File: src/csb_pkg.sv
// constants, types and operation codes for the compare, skip and branch unit
// Function
// - compare: dst minus src, result dropped, sets Z N V C H, one cycle
// - compare with carry: dst minus src minus C, sets Z N V C H, one cycle
// - immediate compare: dst minus constant, sets Z N V C H, one cycle
// - skip on register bit clear adds 2 or 3 to pc, 1/2/3 cycles
// - skip on register bit set adds 2 or 3 to pc, 1/2/3 cycles
// - skip on io bit clear adds 2 or 3 to pc, 1/2/3 cycles
// - skip on io bit set adds 2 or 3 to pc, 1/2/3 cycles
// - branch on selected flag set loads pc plus offset plus one, 1/2 cycles
// - branch on selected flag clear loads pc plus offset plus one, 1/2 cycles
// - branch if equal takes branch when zero flag is one, 1/2 cycles
// - branch if not equal takes branch when zero flag is zero, 1/2 cycles
// - skips and branches leave every status flag unchanged
package csb_pkg;
   localparam int PC_W     = 16;
   localparam int OFS_W    = 7;
   localparam int DATA_W   = 8;
   localparam int FLAG_C   = 0;
   localparam int FLAG_Z   = 1;
   localparam int FLAG_N   = 2;
   localparam int FLAG_V   = 3;
   localparam int FLAG_S   = 4;
   localparam int FLAG_H   = 5;
   localparam logic [7:0] FLAGS_RST = 8'h00;
   localparam logic [PC_W-1:0] PC_RST = 16'h0000;
   localparam logic [PC_W-1:0] PC_STEP1 = 16'h0001;
   localparam logic [PC_W-1:0] PC_STEP2 = 16'h0002;
   localparam logic [PC_W-1:0] PC_STEP3 = 16'h0003;
   localparam logic [1:0] CYC_1 = 2'h1;
   localparam logic [1:0] CYC_2 = 2'h2;
   localparam logic [1:0] CYC_3 = 2'h3;

   typedef enum logic [3:0] {
      CSB_OP_NONE          = 4'h0,
      CSB_OP_COMPARE       = 4'h1,
      CSB_OP_COMPARE_CARRY = 4'h2,
      CSB_OP_COMPARE_IMM   = 4'h3,
      CSB_OP_SKIP_REG_CLR  = 4'h4,
      CSB_OP_SKIP_REG_SET  = 4'h5,
      CSB_OP_SKIP_IO_CLR   = 4'h6,
      CSB_OP_SKIP_IO_SET   = 4'h7,
      CSB_OP_BRANCH_SET    = 4'h8,
      CSB_OP_BRANCH_CLR    = 4'h9,
      CSB_OP_BRANCH_EQ     = 4'hA,
      CSB_OP_BRANCH_NE     = 4'hB
   } csb_op_e;

   // one decoded instruction as handed in by the fetch stage
   typedef struct packed {
      csb_op_e           op;
      logic [DATA_W-1:0] dst;     // destination register value
      logic [DATA_W-1:0] src;     // source register or immediate
      logic [DATA_W-1:0] io_val;  // addressed io register value
      logic [2:0]        bit_sel; // bit or flag select
      logic [OFS_W-1:0]  offset;  // signed branch offset
      logic              next_two_words; // skipped instruction length
   } csb_instr_s;

   // answer for one retired instruction
   typedef struct packed {
      logic [PC_W-1:0] pc;
      logic [7:0]      flags;
      logic [1:0]      cycles;
      logic            taken;
   } csb_result_s;

   typedef enum logic [2:0] {
      CSB_ST_IDLE = 3'b001,
      CSB_ST_BUSY = 3'b010,
      CSB_ST_DONE = 3'b100
   } csb_state_e;
endpackage

File: src/csb_sub_flags.sv
// subtractor producing compare flags without a stored result
`timescale 1ns/100ps
`default_nettype none
module csb_sub_flags #(
   parameter int W = 8
) (
   input  wire logic [W-1:0] a_in,
   input  wire logic [W-1:0] b_in,
   input  wire logic         carry_in,
   input  wire logic         use_z_in,
   input  wire logic         old_z_in,
   output logic       [7:0]  flags_out
);
   logic [W:0]   diff;
   logic [4:0]   half;
   logic         v;
   logic         n;
   logic         z;

   // the half-borrow needs at least a full nibble plus one bit
   if (W < 5) begin : g_width_check
      $error("csb_sub_flags width too small");
   end

   // difference, half-borrow and flag composition
   always_comb begin
      diff = {1'b0, a_in} - {1'b0, b_in} - {{W{1'b0}}, carry_in};
      half = {1'b0, a_in[3:0]} - {1'b0, b_in[3:0]} - {4'h0, carry_in};
      n    = diff[W-1];
      v    = (a_in[W-1] & ~b_in[W-1] & ~diff[W-1])
           | (~a_in[W-1] & b_in[W-1] & diff[W-1]);
      z    = (diff[W-1:0] == '0) & (~use_z_in | old_z_in); // z can only clear
      flags_out = 8'h00;
      flags_out[csb_pkg::FLAG_C] = diff[W];
      flags_out[csb_pkg::FLAG_Z] = z;
      flags_out[csb_pkg::FLAG_N] = n;
      flags_out[csb_pkg::FLAG_V] = v;
      flags_out[csb_pkg::FLAG_S] = n ^ v;
      flags_out[csb_pkg::FLAG_H] = half[4];
   end
endmodule
`default_nettype wire

File: src/csb_unit.sv
// compare, skip and conditional branch execution unit
`timescale 1ns/100ps
`default_nettype none
module csb_unit #(
   parameter int PC_W  = csb_pkg::PC_W,
   parameter int OFS_W = csb_pkg::OFS_W
) (
   input  wire logic                 mclk_in,
   input  wire logic                 rst_n_in,
   input  wire logic                 start_in,
   input  wire csb_pkg::csb_instr_s  instr_in,
   input  wire logic [PC_W-1:0]      pc_in,
   input  wire logic [7:0]           flags_in,
   output logic                      busy_out,
   output logic                      done_out,
   output csb_pkg::csb_result_s      result_out
);
   csb_pkg::csb_state_e  state;
   csb_pkg::csb_state_e  next_state;
   csb_pkg::csb_result_s res;
   csb_pkg::csb_result_s next_res;
   logic [1:0]           wait_cnt;
   logic [1:0]           next_wait_cnt;
   logic [7:0]           cmp_flags;
   logic                 carry_form;
   logic                 sel_bit;
   logic                 cond;
   logic [1:0]           cyc;
   logic [PC_W-1:0]      target;
   logic [PC_W-1:0]      ofs_ext;

   // the carrier structs fix both widths, so only the package values fit
   if (PC_W != csb_pkg::PC_W || OFS_W != csb_pkg::OFS_W
       || OFS_W >= PC_W) begin : g_param_check
      $error("csb_unit parameters out of range");
   end

   assign carry_form = (instr_in.op == csb_pkg::CSB_OP_COMPARE_CARRY);

   // shared subtractor for all three compare forms
   csb_sub_flags #(.W(csb_pkg::DATA_W)) u_sub (
      .a_in      (instr_in.dst),
      .b_in      (instr_in.src),
      .carry_in  (carry_form & flags_in[csb_pkg::FLAG_C]),
      .use_z_in  (carry_form),
      .old_z_in  (flags_in[csb_pkg::FLAG_Z]),
      .flags_out (cmp_flags)
   );

   // condition, target and cycle count of the instruction at the input
   always_comb begin
      ofs_ext = {{(PC_W-OFS_W){instr_in.offset[OFS_W-1]}},
                 instr_in.offset};
      sel_bit = 1'b0;
      cond    = 1'b0;
      target  = pc_in + csb_pkg::PC_STEP1;
      cyc     = csb_pkg::CYC_1;
      case (instr_in.op)
         csb_pkg::CSB_OP_SKIP_REG_CLR, csb_pkg::CSB_OP_SKIP_REG_SET: begin
            sel_bit = instr_in.dst[instr_in.bit_sel];
         end
         csb_pkg::CSB_OP_SKIP_IO_CLR, csb_pkg::CSB_OP_SKIP_IO_SET: begin
            sel_bit = instr_in.io_val[instr_in.bit_sel];
         end
         csb_pkg::CSB_OP_BRANCH_SET, csb_pkg::CSB_OP_BRANCH_CLR: begin
            sel_bit = flags_in[instr_in.bit_sel];
         end
         csb_pkg::CSB_OP_BRANCH_EQ, csb_pkg::CSB_OP_BRANCH_NE: begin
            sel_bit = flags_in[csb_pkg::FLAG_Z];
         end
         default: begin
            sel_bit = 1'b0;
         end
      endcase
      case (instr_in.op)
         csb_pkg::CSB_OP_SKIP_REG_CLR: cond = ~sel_bit;
         csb_pkg::CSB_OP_SKIP_REG_SET: cond = sel_bit;
         csb_pkg::CSB_OP_SKIP_IO_CLR:  cond = ~sel_bit;
         csb_pkg::CSB_OP_SKIP_IO_SET:  cond = sel_bit;
         csb_pkg::CSB_OP_BRANCH_SET:   cond = sel_bit;
         csb_pkg::CSB_OP_BRANCH_CLR:   cond = ~sel_bit;
         csb_pkg::CSB_OP_BRANCH_EQ:    cond = sel_bit;
         csb_pkg::CSB_OP_BRANCH_NE:    cond = ~sel_bit;
         default:                      cond = 1'b0;
      endcase
      if (instr_in.op inside {csb_pkg::CSB_OP_SKIP_REG_CLR,
                              csb_pkg::CSB_OP_SKIP_REG_SET,
                              csb_pkg::CSB_OP_SKIP_IO_CLR,
                              csb_pkg::CSB_OP_SKIP_IO_SET} && cond) begin
         // skip over a one- or two-word instruction
         if (instr_in.next_two_words) begin
            target = pc_in + csb_pkg::PC_STEP3;
            cyc    = csb_pkg::CYC_3;
         end else begin
            target = pc_in + csb_pkg::PC_STEP2;
            cyc    = csb_pkg::CYC_2;
         end
      end else if (instr_in.op inside {csb_pkg::CSB_OP_BRANCH_SET,
                                       csb_pkg::CSB_OP_BRANCH_CLR,
                                       csb_pkg::CSB_OP_BRANCH_EQ,
                                       csb_pkg::CSB_OP_BRANCH_NE}
                   && cond) begin
         target = pc_in + ofs_ext + csb_pkg::PC_STEP1;
         cyc    = csb_pkg::CYC_2;
      end
   end

   // sequencer: accept, hold for the cycle count, then report
   always_comb begin
      next_state    = state;
      next_res      = res;
      next_wait_cnt = wait_cnt;
      case (state)
         csb_pkg::CSB_ST_IDLE, csb_pkg::CSB_ST_DONE: begin
            next_state = csb_pkg::CSB_ST_IDLE;
            if (start_in && instr_in.op != csb_pkg::CSB_OP_NONE) begin
               next_res.pc     = target;
               next_res.cycles = cyc;
               next_res.taken  = cond;
               next_res.flags  = flags_in;
               if (instr_in.op inside {csb_pkg::CSB_OP_COMPARE,
                                       csb_pkg::CSB_OP_COMPARE_CARRY,
                                       csb_pkg::CSB_OP_COMPARE_IMM})
               begin
                  // keep other bits, replace Z N V S C H
                  next_res.flags = (flags_in & 8'hC0)
                                 | (cmp_flags & 8'h3F);
               end
               next_wait_cnt = cyc - csb_pkg::CYC_1;
               next_state    = (cyc == csb_pkg::CYC_1) ?
                               csb_pkg::CSB_ST_DONE : csb_pkg::CSB_ST_BUSY;
            end
         end
         csb_pkg::CSB_ST_BUSY: begin
            next_wait_cnt = wait_cnt - csb_pkg::CYC_1;
            if (wait_cnt == csb_pkg::CYC_1) begin
               next_state = csb_pkg::CSB_ST_DONE;
            end
         end
         default: begin
            next_state = csb_pkg::CSB_ST_IDLE;
         end
      endcase
   end

   // state registers
   always_ff @(posedge mclk_in or negedge rst_n_in) begin
      if (!rst_n_in) begin
         state    <= csb_pkg::CSB_ST_IDLE;
         res      <= '{pc: csb_pkg::PC_RST, flags: csb_pkg::FLAGS_RST,
                       cycles: 2'h0, taken: 1'b0};
         wait_cnt <= 2'h0;
         busy_out <= 1'b0;
         done_out <= 1'b0;
      end else begin
         state    <= next_state;
         res      <= next_res;
         wait_cnt <= next_wait_cnt;
         busy_out <= (next_state == csb_pkg::CSB_ST_BUSY);
         done_out <= (next_state == csb_pkg::CSB_ST_DONE);
      end
   end

   assign result_out = res;

   // compare always reports one cycle
   property p_cmp_one;
      @(posedge mclk_in) disable iff (!rst_n_in)
      (state != csb_pkg::CSB_ST_BUSY && start_in &&
       instr_in.op == csb_pkg::CSB_OP_COMPARE)
      |=> done_out && res.cycles == 2'h1;
   endproperty
   a_cmp_one: assert property (p_cmp_one)
      else $error("compare not 1 cycle");

   property p_cpc_carry;
      @(posedge mclk_in) disable iff (!rst_n_in)
      (state != csb_pkg::CSB_ST_BUSY && start_in &&
       instr_in.op == csb_pkg::CSB_OP_COMPARE_CARRY &&
       instr_in.dst == instr_in.src && flags_in[csb_pkg::FLAG_C])
      |=> res.flags[csb_pkg::FLAG_C] && !res.flags[csb_pkg::FLAG_Z];
   endproperty
   a_cpc_carry: assert property (p_cpc_carry)
      else $error("carry ignored");

   property p_cpi_zero;
      @(posedge mclk_in) disable iff (!rst_n_in)
      (state != csb_pkg::CSB_ST_BUSY && start_in &&
       instr_in.op == csb_pkg::CSB_OP_COMPARE_IMM)
      |=> res.flags[csb_pkg::FLAG_Z] == ($past(instr_in.dst) ==
                                         $past(instr_in.src));
   endproperty
   a_cpi_zero: assert property (p_cpi_zero)
      else $error("imm zero wrong");

   property p_skip_len;
      @(posedge mclk_in) disable iff (!rst_n_in)
      (state != csb_pkg::CSB_ST_BUSY && start_in &&
       instr_in.op == csb_pkg::CSB_OP_SKIP_REG_CLR &&
       !instr_in.dst[instr_in.bit_sel] && instr_in.next_two_words)
      |=> busy_out ##1 busy_out ##1 done_out
          && res.pc == $past(pc_in, 3) + csb_pkg::PC_STEP3;
   endproperty
   a_skip_len: assert property (p_skip_len)
      else $error("skip 3 wrong");

   property p_skip_set;
      @(posedge mclk_in) disable iff (!rst_n_in)
      (state != csb_pkg::CSB_ST_BUSY && start_in &&
       instr_in.op == csb_pkg::CSB_OP_SKIP_REG_SET &&
       !instr_in.dst[instr_in.bit_sel])
      |=> done_out && res.pc == $past(pc_in) + csb_pkg::PC_STEP1;
   endproperty
   a_skip_set: assert property (p_skip_set)
      else $error("skip set wrong");

   property p_io_clr;
      @(posedge mclk_in) disable iff (!rst_n_in)
      (state != csb_pkg::CSB_ST_BUSY && start_in &&
       instr_in.op == csb_pkg::CSB_OP_SKIP_IO_CLR &&
       !instr_in.io_val[instr_in.bit_sel] && !instr_in.next_two_words)
      |=> busy_out ##1 done_out && res.cycles == 2'h2;
   endproperty
   a_io_clr: assert property (p_io_clr)
      else $error("io skip wrong");

   property p_br_eq;
      @(posedge mclk_in) disable iff (!rst_n_in)
      (state != csb_pkg::CSB_ST_BUSY && start_in &&
       instr_in.op == csb_pkg::CSB_OP_BRANCH_EQ)
      |=> res.taken == $past(flags_in[csb_pkg::FLAG_Z]);
   endproperty
   a_br_eq: assert property (p_br_eq)
      else $error("beq wrong");

   property p_br_flags;
      @(posedge mclk_in) disable iff (!rst_n_in)
      (state != csb_pkg::CSB_ST_BUSY && start_in &&
       instr_in.op inside {csb_pkg::CSB_OP_BRANCH_SET,
                           csb_pkg::CSB_OP_BRANCH_NE,
                           csb_pkg::CSB_OP_SKIP_IO_SET})
      |=> res.flags == $past(flags_in);
   endproperty
   a_br_flags: assert property (p_br_flags)
      else $error("flags changed");
endmodule
`default_nettype wire

File: config.mk
export PLATFORM = sky130hd
export DESIGN_NAME = csb_unit
export DESIGN_NICKNAME = d
export VERILOG_FILES = /design/src/csb_pkg.sv /design/src/csb_sub_flags.sv /design/src/csb_unit.sv
export SDC_FILE = /design/constraint.sdc
export NUM_CORES = 1
export LEC_CHECK = 0
export ABC_AREA = 1
export ABC_CLOCK_PERIOD_IN_PS = 2280
export BUFFER_PORTS_ARGS = -buffer_cell sky130_fd_sc_hd__buf_2
export CAP_MARGIN = 5
export CORE_UTILIZATION = 55
export CTS_CLUSTER_SIZE = 24
export DETAILED_ROUTE_END_ITERATION = 6
export MAX_ROUTING_LAYER = met4
export PLACE_DENSITY = 0.82
export SLEW_MARGIN = 20
export SYNTH_ARGS = -nofsm -noshare
export SYNTH_HDL_FRONTEND = slang
export SYNTH_SLANG_ARGS = --single-unit
export TNS_END_PERCENT = 1
File: constraint.sdc
create_clock -name mclk_in -period 2.28 [get_ports mclk_in]
set_clock_uncertainty 0.15 [all_clocks]
set_input_delay 0.114 -clock mclk_in [delete_from_list [all_inputs] [get_ports mclk_in]]
set_output_delay 0.114 -clock mclk_in [all_outputs]
set_load 0.03 [all_outputs]
==> Word-level counts from Yosys, hierarchy flattened <==
Index checks and enable logic that the tools add are counted.
W data, S select, Z words.
{ "op_classes": {"magnitude_cmp": 1, "reduce_logical": 18, "bitwise": 15, "eq_ne": 19, "add_sub_neg": 11, "n_mux": 21} }
{ "op_table": {"columns": ["operator", "count"], "rows": [
  ["$mux W16", 3],
  ["$add A16 B1 Y16 const B", 2],
  ["$add A16 B2 Y16 const B", 2],
  ["$add A16 B16 Y16", 1],
  ["$eq A4 B3 Y1 const B", 4],
  ["$eq A4 B4 Y1 const B", 4],
  ["$reduce_bool A4 Y1", 3],
  ["$reduce_or A2 Y1", 5],
  ["$bmux W1 S3", 3],
  ["$mux W3", 3],
  ["$sub A8 B8 Y9", 1],
  ["$sub A9 B1 Y9", 1],
  ["$eq A4 B2 Y1 const B", 2],
  ["$logic_not A8 Y1", 1],
  ["$mux W8", 1],
  ["$or A8 B6 Y8", 1],
  ["$reduce_or A4 Y1", 2],
  ["$and A1 B1 Y1", 6],
  ["$eq A3 B2 Y1 const B", 2],
  ["$eq A3 B3 Y1 const B", 2],
  ["$mux W2", 3],
  ["$pmux W3 S2", 1],
  ["$not A1 Y1", 5],
  ["$sub A4 B4 Y5", 1],
  ["17 further kinds", 26]
]} }
{ "totals": {"inputBits": 66, "word_cells": 93, "ff_bits": 34, "output_inout_bits": 29} }

==> Longest topological paths before layout <==
Gate-level depths: netlist of the first run.
{ "logic_depth": {"word_depth": 13, "ltp_mapped": 20, "mapped_depth_nobuf": 20} }

==> Modules after synthesis <==
A second synthesis of the first run with hierarchy kept.
{ "unflattened": {"cells_unflattened": 642, "area_unflattened_um2": 4157.7} }
{ "by_module_without_submodules": {"columns": ["module", "instances", "cells_each", "seq_area_each_um2", "area_each_um2"], "rows": [
  ["csb_unit", 1, 528, 852.1, 3490.8],
  ["csb_sub_flags", 1, 114, 0.0, 666.9]
]} }

==> Least setup slack after synthesis of the first run <==
OpenSTA, ideal clock, no wires.
{ "synth_timing": {"path_kind": "input-to-reg", "startpoint": "in instr_in[37] (netlist bit)", "endpoint": "reg res, in the netlist result_out[3]", "t_arrival_ns": 2.659, "path_stages": 18, "path_slack_ns": -0.653, "setup_time_ns": 0.124, "required_time_ns": 2.006, "path_buffers": 0, "cell_sequence": "inv_1 ha_1 inv_1 or2_2 nor2_1 nand2_1 fa_1 fa_1 nor2_1 o21ai_0 a21oi_1 o21ai_0 nand2_1 nand2_1 a21oi_1 nand3_1 o211ai_1 nand2_1"} }
{ "synth_via": {"elab_chain_cells": 5, "elab_cells_between_ends": 11, "cone_classes": "add/sub (1); eq/ne (3); mux (1); bitwise (2); reduce/logical (4)"} }
{ "synth_rtl": {"columns": ["element", "line", "source"], "rows": [
  ["from (decl)", "csb_unit.sv:11", "input wire csb_pkg::csb_instr_s instr_in,"],
  ["$eq A4 B2 Y1", "csb_unit.sv:38, csb_unit.sv:121", null],
  ["$and A1 B1 Y1", "csb_unit.sv:44", ".carry_in (carry_form & flags_in[csb_pkg::FLAG_C]),"],
  ["$sub A9 B1 Y9", "csb_sub_flags.sv:27", "diff = {1'b0, a_in} - {1'b0, b_in} - {{W{1'b0}}, carry_in};"],
  ["$or A8 B6 Y8", "csb_unit.sv:127", "| (cmp_flags & 8'h3F);"],
  ["$mux W8", "csb_unit.sv:121", "if (instr_in.op inside {csb_pkg::CSB_OP_COMPARE,"],
  ["to (signal assigned)", "csb_unit.sv:150", "res <= '{pc: csb_pkg::PC_RST, flags: csb_pkg::FLAGS_RST,"],
  ["to (signal assigned)", "csb_unit.sv:157", "res <= next_res;"],
  ["to (decl)", "csb_unit.sv:20", "csb_pkg::csb_result_s res;"]
]} }
Parallel ways exist; a longest one is shown, timed or not.
A chain may end at the register's enable or synchronous reset.

==> Worst setup path in the final report of the first run <==
{ "layout_timing": {"startpoint": "in instr_in[37] (netlist bit)", "endpoint": "reg res, in the netlist result_out[4]"} }
{ "layout_via": {"elab_chain_cells": 7, "elab_cells_between_ends": 15, "cone_classes": "add/sub (1); eq/ne (3); mux (1); bitwise (5); reduce/logical (5)"} }
{ "layout_rtl": {"columns": ["element", "line", "source"], "rows": [
  ["$eq A4 B2 Y1", "csb_unit.sv:38, csb_unit.sv:121", null],
  ["$and A1 B1 Y1", "csb_unit.sv:44", null],
  ["$sub A9 B1 Y9", "csb_sub_flags.sv:27", null],
  ["$logic_not A8 Y1", "csb_sub_flags.sv:32", "z = (diff[W-1:0] == '0) & (~use_z_in | old_z_in);"],
  ["$and A1 B1 Y1", "csb_sub_flags.sv:32", null],
  ["$or A8 B6 Y8", "csb_unit.sv:127", null],
  ["$mux W8", "csb_unit.sv:121", null]
]} }
Parallel ways exist; a longest one is shown, timed or not.

==> metrics.yaml, run 1 <==
status: "complete, but fails checks"
violations: "negative setup slack"
rsz0062_at_grt: "yes"
synth-edff-count: 0
synth.top_cells.by_count: "167 x nand2_1, 92 x inv_1, 63 x nor2_1"
antenna_found_initial: 0
coreArea_mm2: 0.00721
period_needed_ns: 2.66
place_hpwl_um: 9070
vdd_drop_max_v: 0.000387
power_density_mw_per_mm2: 770
syn_to_final_growth_pct: 22.9
finalInstanceArea_mm2: 0.00503
start_util_pct: 56.8
synthFlopType: "dfrtp_1"
clock_sinks: 34
fin_nets: 861
drive_gt1_share_pct: 20.8
post-route-drc-count: 0
power_mw: 3.88
grt_max_degree: 38
die-area_mm2: 0.00780
gp_congestion: 1.00
syn_nets: 743
leakage_nw: 2.79
grt.overflow.total: 0
place_inst: 839
totalWireLength_um: 11200
ys_ff_latch: 34
ant_nets: 0
hp-class: "primary input to flip-flop"
holdWs_ns: 0.0245
cts_max_path_buffers: 2
dr.pass1.iters: 5
io_pins: 95
h-tree-depth: 2
path_max_fanout: 2
synthTopCellsByArea: "dfrtp_1 20%, nand2_1 15%, ha_1 12%"
cap_viol_max_count: 0
clkTransAtPathRegs_ns: 0.07
finalMaxSlewViolations: 0
drt-vias-per-instance: 5.28
setup_viol: 6
cts-buffers-inserted: 5
pre_cts_slack_ns: -0.772
grt_pass1_vias: 4159
crit_path_start_kind: "primary input"
cts-root-buf: "clkbuf_8"
synth_seq_area_share_pct: 20.8
worst_slew_pin_slew_ns: 0.731
drtIter0Drc: 224
io_buffer_count: 94
async_reset_ff_share_pct: 100
grt_pass1_wl_um: 17900
setup_ws_ns: -0.376
cp.arrival_ns: 2.73
cp-end-kind: "flip-flop"
yosysTopAreaCellShare_pct: 20.2
routed-via-count: 4512
yosys.cell_count.top_type: "nand2_1"
grt_usage_pct: 29.7
critPathKind: "primary input to flip-flop"
ys.warnings.count: 0
clk_latency_ns: 0.28
syn_avg_cell_area_um2: 6.44
placed_area_mm2: 0.00482
slew_headroom_pct: 51.3
post_drt_wl_per_cell_um: 13.1
required_ns: 2.35
die_w_um: 88.3
antenna_cells: 0
cts_tree: "built"
period_share_pct: 116
hold_viol: 0
layoutNonFillerInstCount: 854
syn_area_mm2: 0.00410
rows: 31
fmax_mhz: 377
ys_types: 36
die_y_um: 88.3
syn_inst: 636
synth_top_cell_by_area: "dfrtp_1"
-- worst max-delay path, stage by stage --
cell,delay [ns]
buf_6,0.10
inv_4,0.05
ha_4,0.13
inv_2,0.03
or2_4,0.22
nor2_1,0.09
nand2_1,0.07
fa_1,0.50
inv_1,0.05
ha_2,0.17
o21ai_2,0.15
nand2_1,0.10
buf_4,0.14
buf_4,0.13
xor2_1,0.13
nand3_1,0.09
nor2_1,0.13
nand3_1,0.13
nand2_1,0.08
nand2_1,0.05
nand2_1,0.05
-- cells in the final DEF, fill, tap and decap left out, types with 6 or more instances in the layout --
master	n
o21ai_1	10
buf_2	92
nand2_1	166
a21oi_1	35
inv_1	89
buf_4	27
dfrtp_1	33
nand4_1	15
nor2_1	61
nand3_1	59
o21ai_0	23
ha_1	36
xnor2_1	14
clkbuf_8	6
xor2_1	31
-- area by class of cell --
type / count / area (µm²)
fill: 641 / 2180
tap: 99 / 124
clock buffer: 7 / 86.3
timing repair buffer: 126 / 736
inverter: 95 / 367
sequential: 34 / 852
clock inverter: 1 / 30.0
multi-input combinational: 492 / 2840
-- flip-flops by register name, indices dropped and copies added (netlist names) --
| register | cells |
|---|---|
| busy_out | 1 |
| done_out | 1 |
| result_out | 27 |
| state | 3 |
| wait_cnt | 2 |
-- what timing repair did --
| action | in CTS | in global routing |
|---|---|---|
| buffers inserted | 2 | 0 |
| hold buffers | 5 | 0 |
| hold endpoints to repair | 37 | 0 |
| gates resized for setup | 6 | 1 |
| pin swaps | 12 | 0 |
| endpoints found under the setup margin | 6 | 6 |
-- routing by layer --
metal  part of all wire, %  vias up  global-route usage [%]
li1                      -     2288                       -
met3                   6.4       20                    3.45
met4                   1.4        0                    5.72
met1                    43     2050                    36.4
met2                    49      154                    52.9
met5                     0        -                       -
-- cell families (layout without fill, tap and decap cells) --
logic type / Yosys count / count (layout) / share of synthesized area, %
AOI/OAI and AO/OA: 83 / 83 / 10.9
adders and majority gates: 41 / 41 / 13.1
DFF: 34 / 34 / 20.8
and+or+nand+nor: 323 / 323 / 34.5
buffers and inverters: 110 / 229 / 11.1
xor gates and xnor gates: 45 / 45 / 9.62
-- worst paths after layout --
| check | from | end | slack [ns] | cells after the start |
|---|---|---|---|---|
| max in group asynchronous | rst_n_in | result_out[7]$_DFFE_PN0P_ | 1.24 | 2 |
| setup / recovery | instr_in[37] | result_out[4]$_DFFE_PN0P_ | -0.38 | 21 |
| hold reg to reg | result_out[5]$_DFFE_PN0P_ | result_out[5]$_DFFE_PN0P_ | 0.33 | 2 |
| hold / removal | instr_in[0] | wait_cnt[1]$_DFFE_PN0P_ | 0.02 | 3 |
| setup reg to reg | state[0]$_DFF_PN1_ | state[2]$_DFF_PN0_ | 0.31 | 8 |
| min in group asynchronous | rst_n_in | wait_cnt[0]$_DFFE_PN0P_ | 0.27 | 2 |
-- where the power goes --
group	internal, mW	switching, mW
clock network	0.356	0.202
registers	0.903	0.159
logic	0.747	1.51
-- metrics by stage --
step	util (%)	TNS (ns)
after floorplan	-	-2.14
after global placement	66.9	-3.56
after detailed placement	66.9	-4.06
after CTS	69.7	-1.44
after global routing	69.8	-2.74
final	69.8	-1.72
(Power assumes the default switching activity.)
==> run 2: changes to the inputs <==
- CORE_UTILIZATION: 55 -> 50
- PLACE_DENSITY: 0.82 -> 0.76
==> run 2 against run 1 <==
  * The run still ends with negative setup slack left
  * Count of clock-buffer cells in the layout shrank 2
  * Critical path depth is the same
  * Wire length grew 1.7%
  * Power grew 2.8%
  * Clock power grew 18%
  * Cell area grew 0.75%
  * Flip-flop and latch count is the same
  * Largest cell class unchanged
==> metrics.yaml, run 2 (synthesis results as in run 1) <==
syn_to_final_growth_pct: 23.8
worst_r2r_endpoint: "state[2]$_DFF_PN0_"
critPathKind: "primary input to flip-flop"
cp_num_cells: 21
crit_path_start_kind: "primary input"
totalWireLength_um: 11400
fillCellCount: 773
place_hpwl_um: 9150
clock_sinks: 34
worst_slew_pin_slew_ns: 0.733
largest_reg_flops: 27
rows: 32
cts_tree: "built"
fin_nets: 861
io_pins: 95
cap_viol_max_count: 0
fmax_mhz: 391
path_max_fanout: 4
violations: "negative setup slack"
grt_usage_pct: 28.6
mostFrequentLayoutCell: "nand2_1"
crit_path_top_delay_cell: "fa_1"
period_share_pct: 112
period_needed_ns: 2.56
antenna_cells: 0
clkTransAtPathRegs_ns: 0.07
h-tree-depth: 2
crit_buf_inv: 4
utilization_pct: 65.0
setup_viol: 5
drive_gt1_share_pct: 21.3
endpoint: "result_out[6]$_DFFE_PN0P_"
rr_startpoint: "state[0]$_DFF_PN1_"
hold_viol: 0
power_density_mw_per_mm2: 786
grt_pass1_wl_um: 19300
drt-vias-per-instance: 5.22
io_buffer_count: 94
placed_area_mm2: 0.00483
required_ns: 2.30
setup_ws_ns: -0.281
grt_pass1_vias: 4315
clk_latency_ns: 0.28
start_util_pct: 52.5
coreArea_mm2: 0.00781
cts-buffers-inserted: 5
die_w_um: 92.5
rsz0062_at_grt: "yes"
status: "complete, but fails checks"
die-area_mm2: 0.00856
gp_congestion: 0.950
cts-root-buf: "clkbuf_8"
rrSetupSlack_ns: 0.34
antenna_found_initial: 0
crit_family: "simple AND/OR/NAND/NOR gates"
dr.pass1.iters: 4
leakage_nw: 2.80
holdWs_ns: 0.0391
layout_common_cells: "165 x nand2_1, 92 x buf_2, 89 x inv_1"
finalMaxSlewViolations: 0
vdd_drop_max_v: 0.000499
cp-startpoint: "instr_in[38]"
finalInstanceArea_mm2: 0.00507
ff_latch_area_um2: 852
hp-class: "primary input to flip-flop"
cpPeakStageDelay_ns: 0.51
post_drt_wl_per_cell_um: 13.2
cp-end-kind: "flip-flop"
grt.overflow.total: 0
ant_nets: 0
cp.arrival_ns: 2.58
die_y_um: 92.5
reg2regPathDepth: 8
routed-via-count: 4470
cts_max_path_buffers: 2
worst_path_most_repeated_cell: "nand2_1"
slew_headroom_pct: 51.2
grt_max_degree: 38
drtIter0Drc: 174
path_cells: "buf_8 > inv_6 > ha_4 > inv_2 > or2_4 > nor2_2 > nand2_1 > fa_1 > inv_1 > ha_2 > o21ai_2 > nand2_2 > a21oi_2 > o21ai_1 > a21oi_1 > or2_4 > nand2_4 > nand2_1 > nand3_1 > nand2_1 > nand2_1"
post-route-drc-count: 0
multiInputGateArea_mm2: 0.00285
run 2: area by class of cell:
type                       count  area share (%)
clock inverter                 3            1.36
sequential                    34            16.8
timing repair buffer         126            14.6
multi-input combinational    492            56.2
inverter                      95            7.23
tap                          102            2.52
clock buffer                   5            1.36
run 2: metal layers:
metal	share of wire [%]	vias up	track usage, %
li1	-	2279	-
met2	49	135	50.0
met4	1.0	0	4.82
met3	4.7	14	2.96
met1	46	2042	36.1
met5	0	-	-
run 2: report_power, final:
| part | switching [mW] | total, mW | internal (mW) |
|---|---|---|---|
| registers | 0.166 | 1.07 | 0.902 |
| logic | 1.51 | 2.26 | 0.749 |
| clock network | 0.218 | 0.656 | 0.438 |
run 2: how the worst min path moves through the flow:
stage	start	endpoint	slack (ns)	cells past startpoint
final	flags_in[4]	result_out[7]$_DFFE_PN0P_	0.04	3
after global routing	instr_in[0]	wait_cnt[1]$_DFFE_PN0P_	0.07	3
after CTS	flags_in[4]	result_out[7]$_DFFE_PN0P_	0.04	3
after detailed placement	rst_n_in	result_out[10]$_DFFE_PN0P_	0.07	1
after global placement	rst_n_in	result_out[10]$_DFFE_PN0P_	0.06	1
after floorplan	rst_n_in	busy_out$_DFF_PN0_	-0.33	0
run 2: metrics by stage:
step	instances	setup slack [ns]	total power, mW	TNS [ns]
finish	857	-0.281	3.99	-1.28
global route	857	-0.492	4.30	-2.59
CTS	857	-0.266	3.97	-1.21
detailed placement	842	-0.757	3.29	-4.03
global placement	842	-0.693	3.25	-3.59
floorplan	636	-0.447	2.59	-2.14
run 2: worst reg2reg max path, cell delays in order, from the launching register on:
cell     delay, ns
dfstp_2       0.53
nor2_1        0.04
inv_1         0.06
nand2_1       0.08
nor2_2        0.13
buf_4         0.35
nand3_1       0.22
o21ai_0       0.18
nor2_1        0.08
run 2: what timing repair did:
action | in CTS | in global routing
gates resized for setup | 9 | 4
hold buffers | 5 | 0
buffers inserted | 2 | 0
setup endpoints to repair | 6 | 10
endpoints found under the hold margin | 37 | 0
pin swaps | 9 | 1
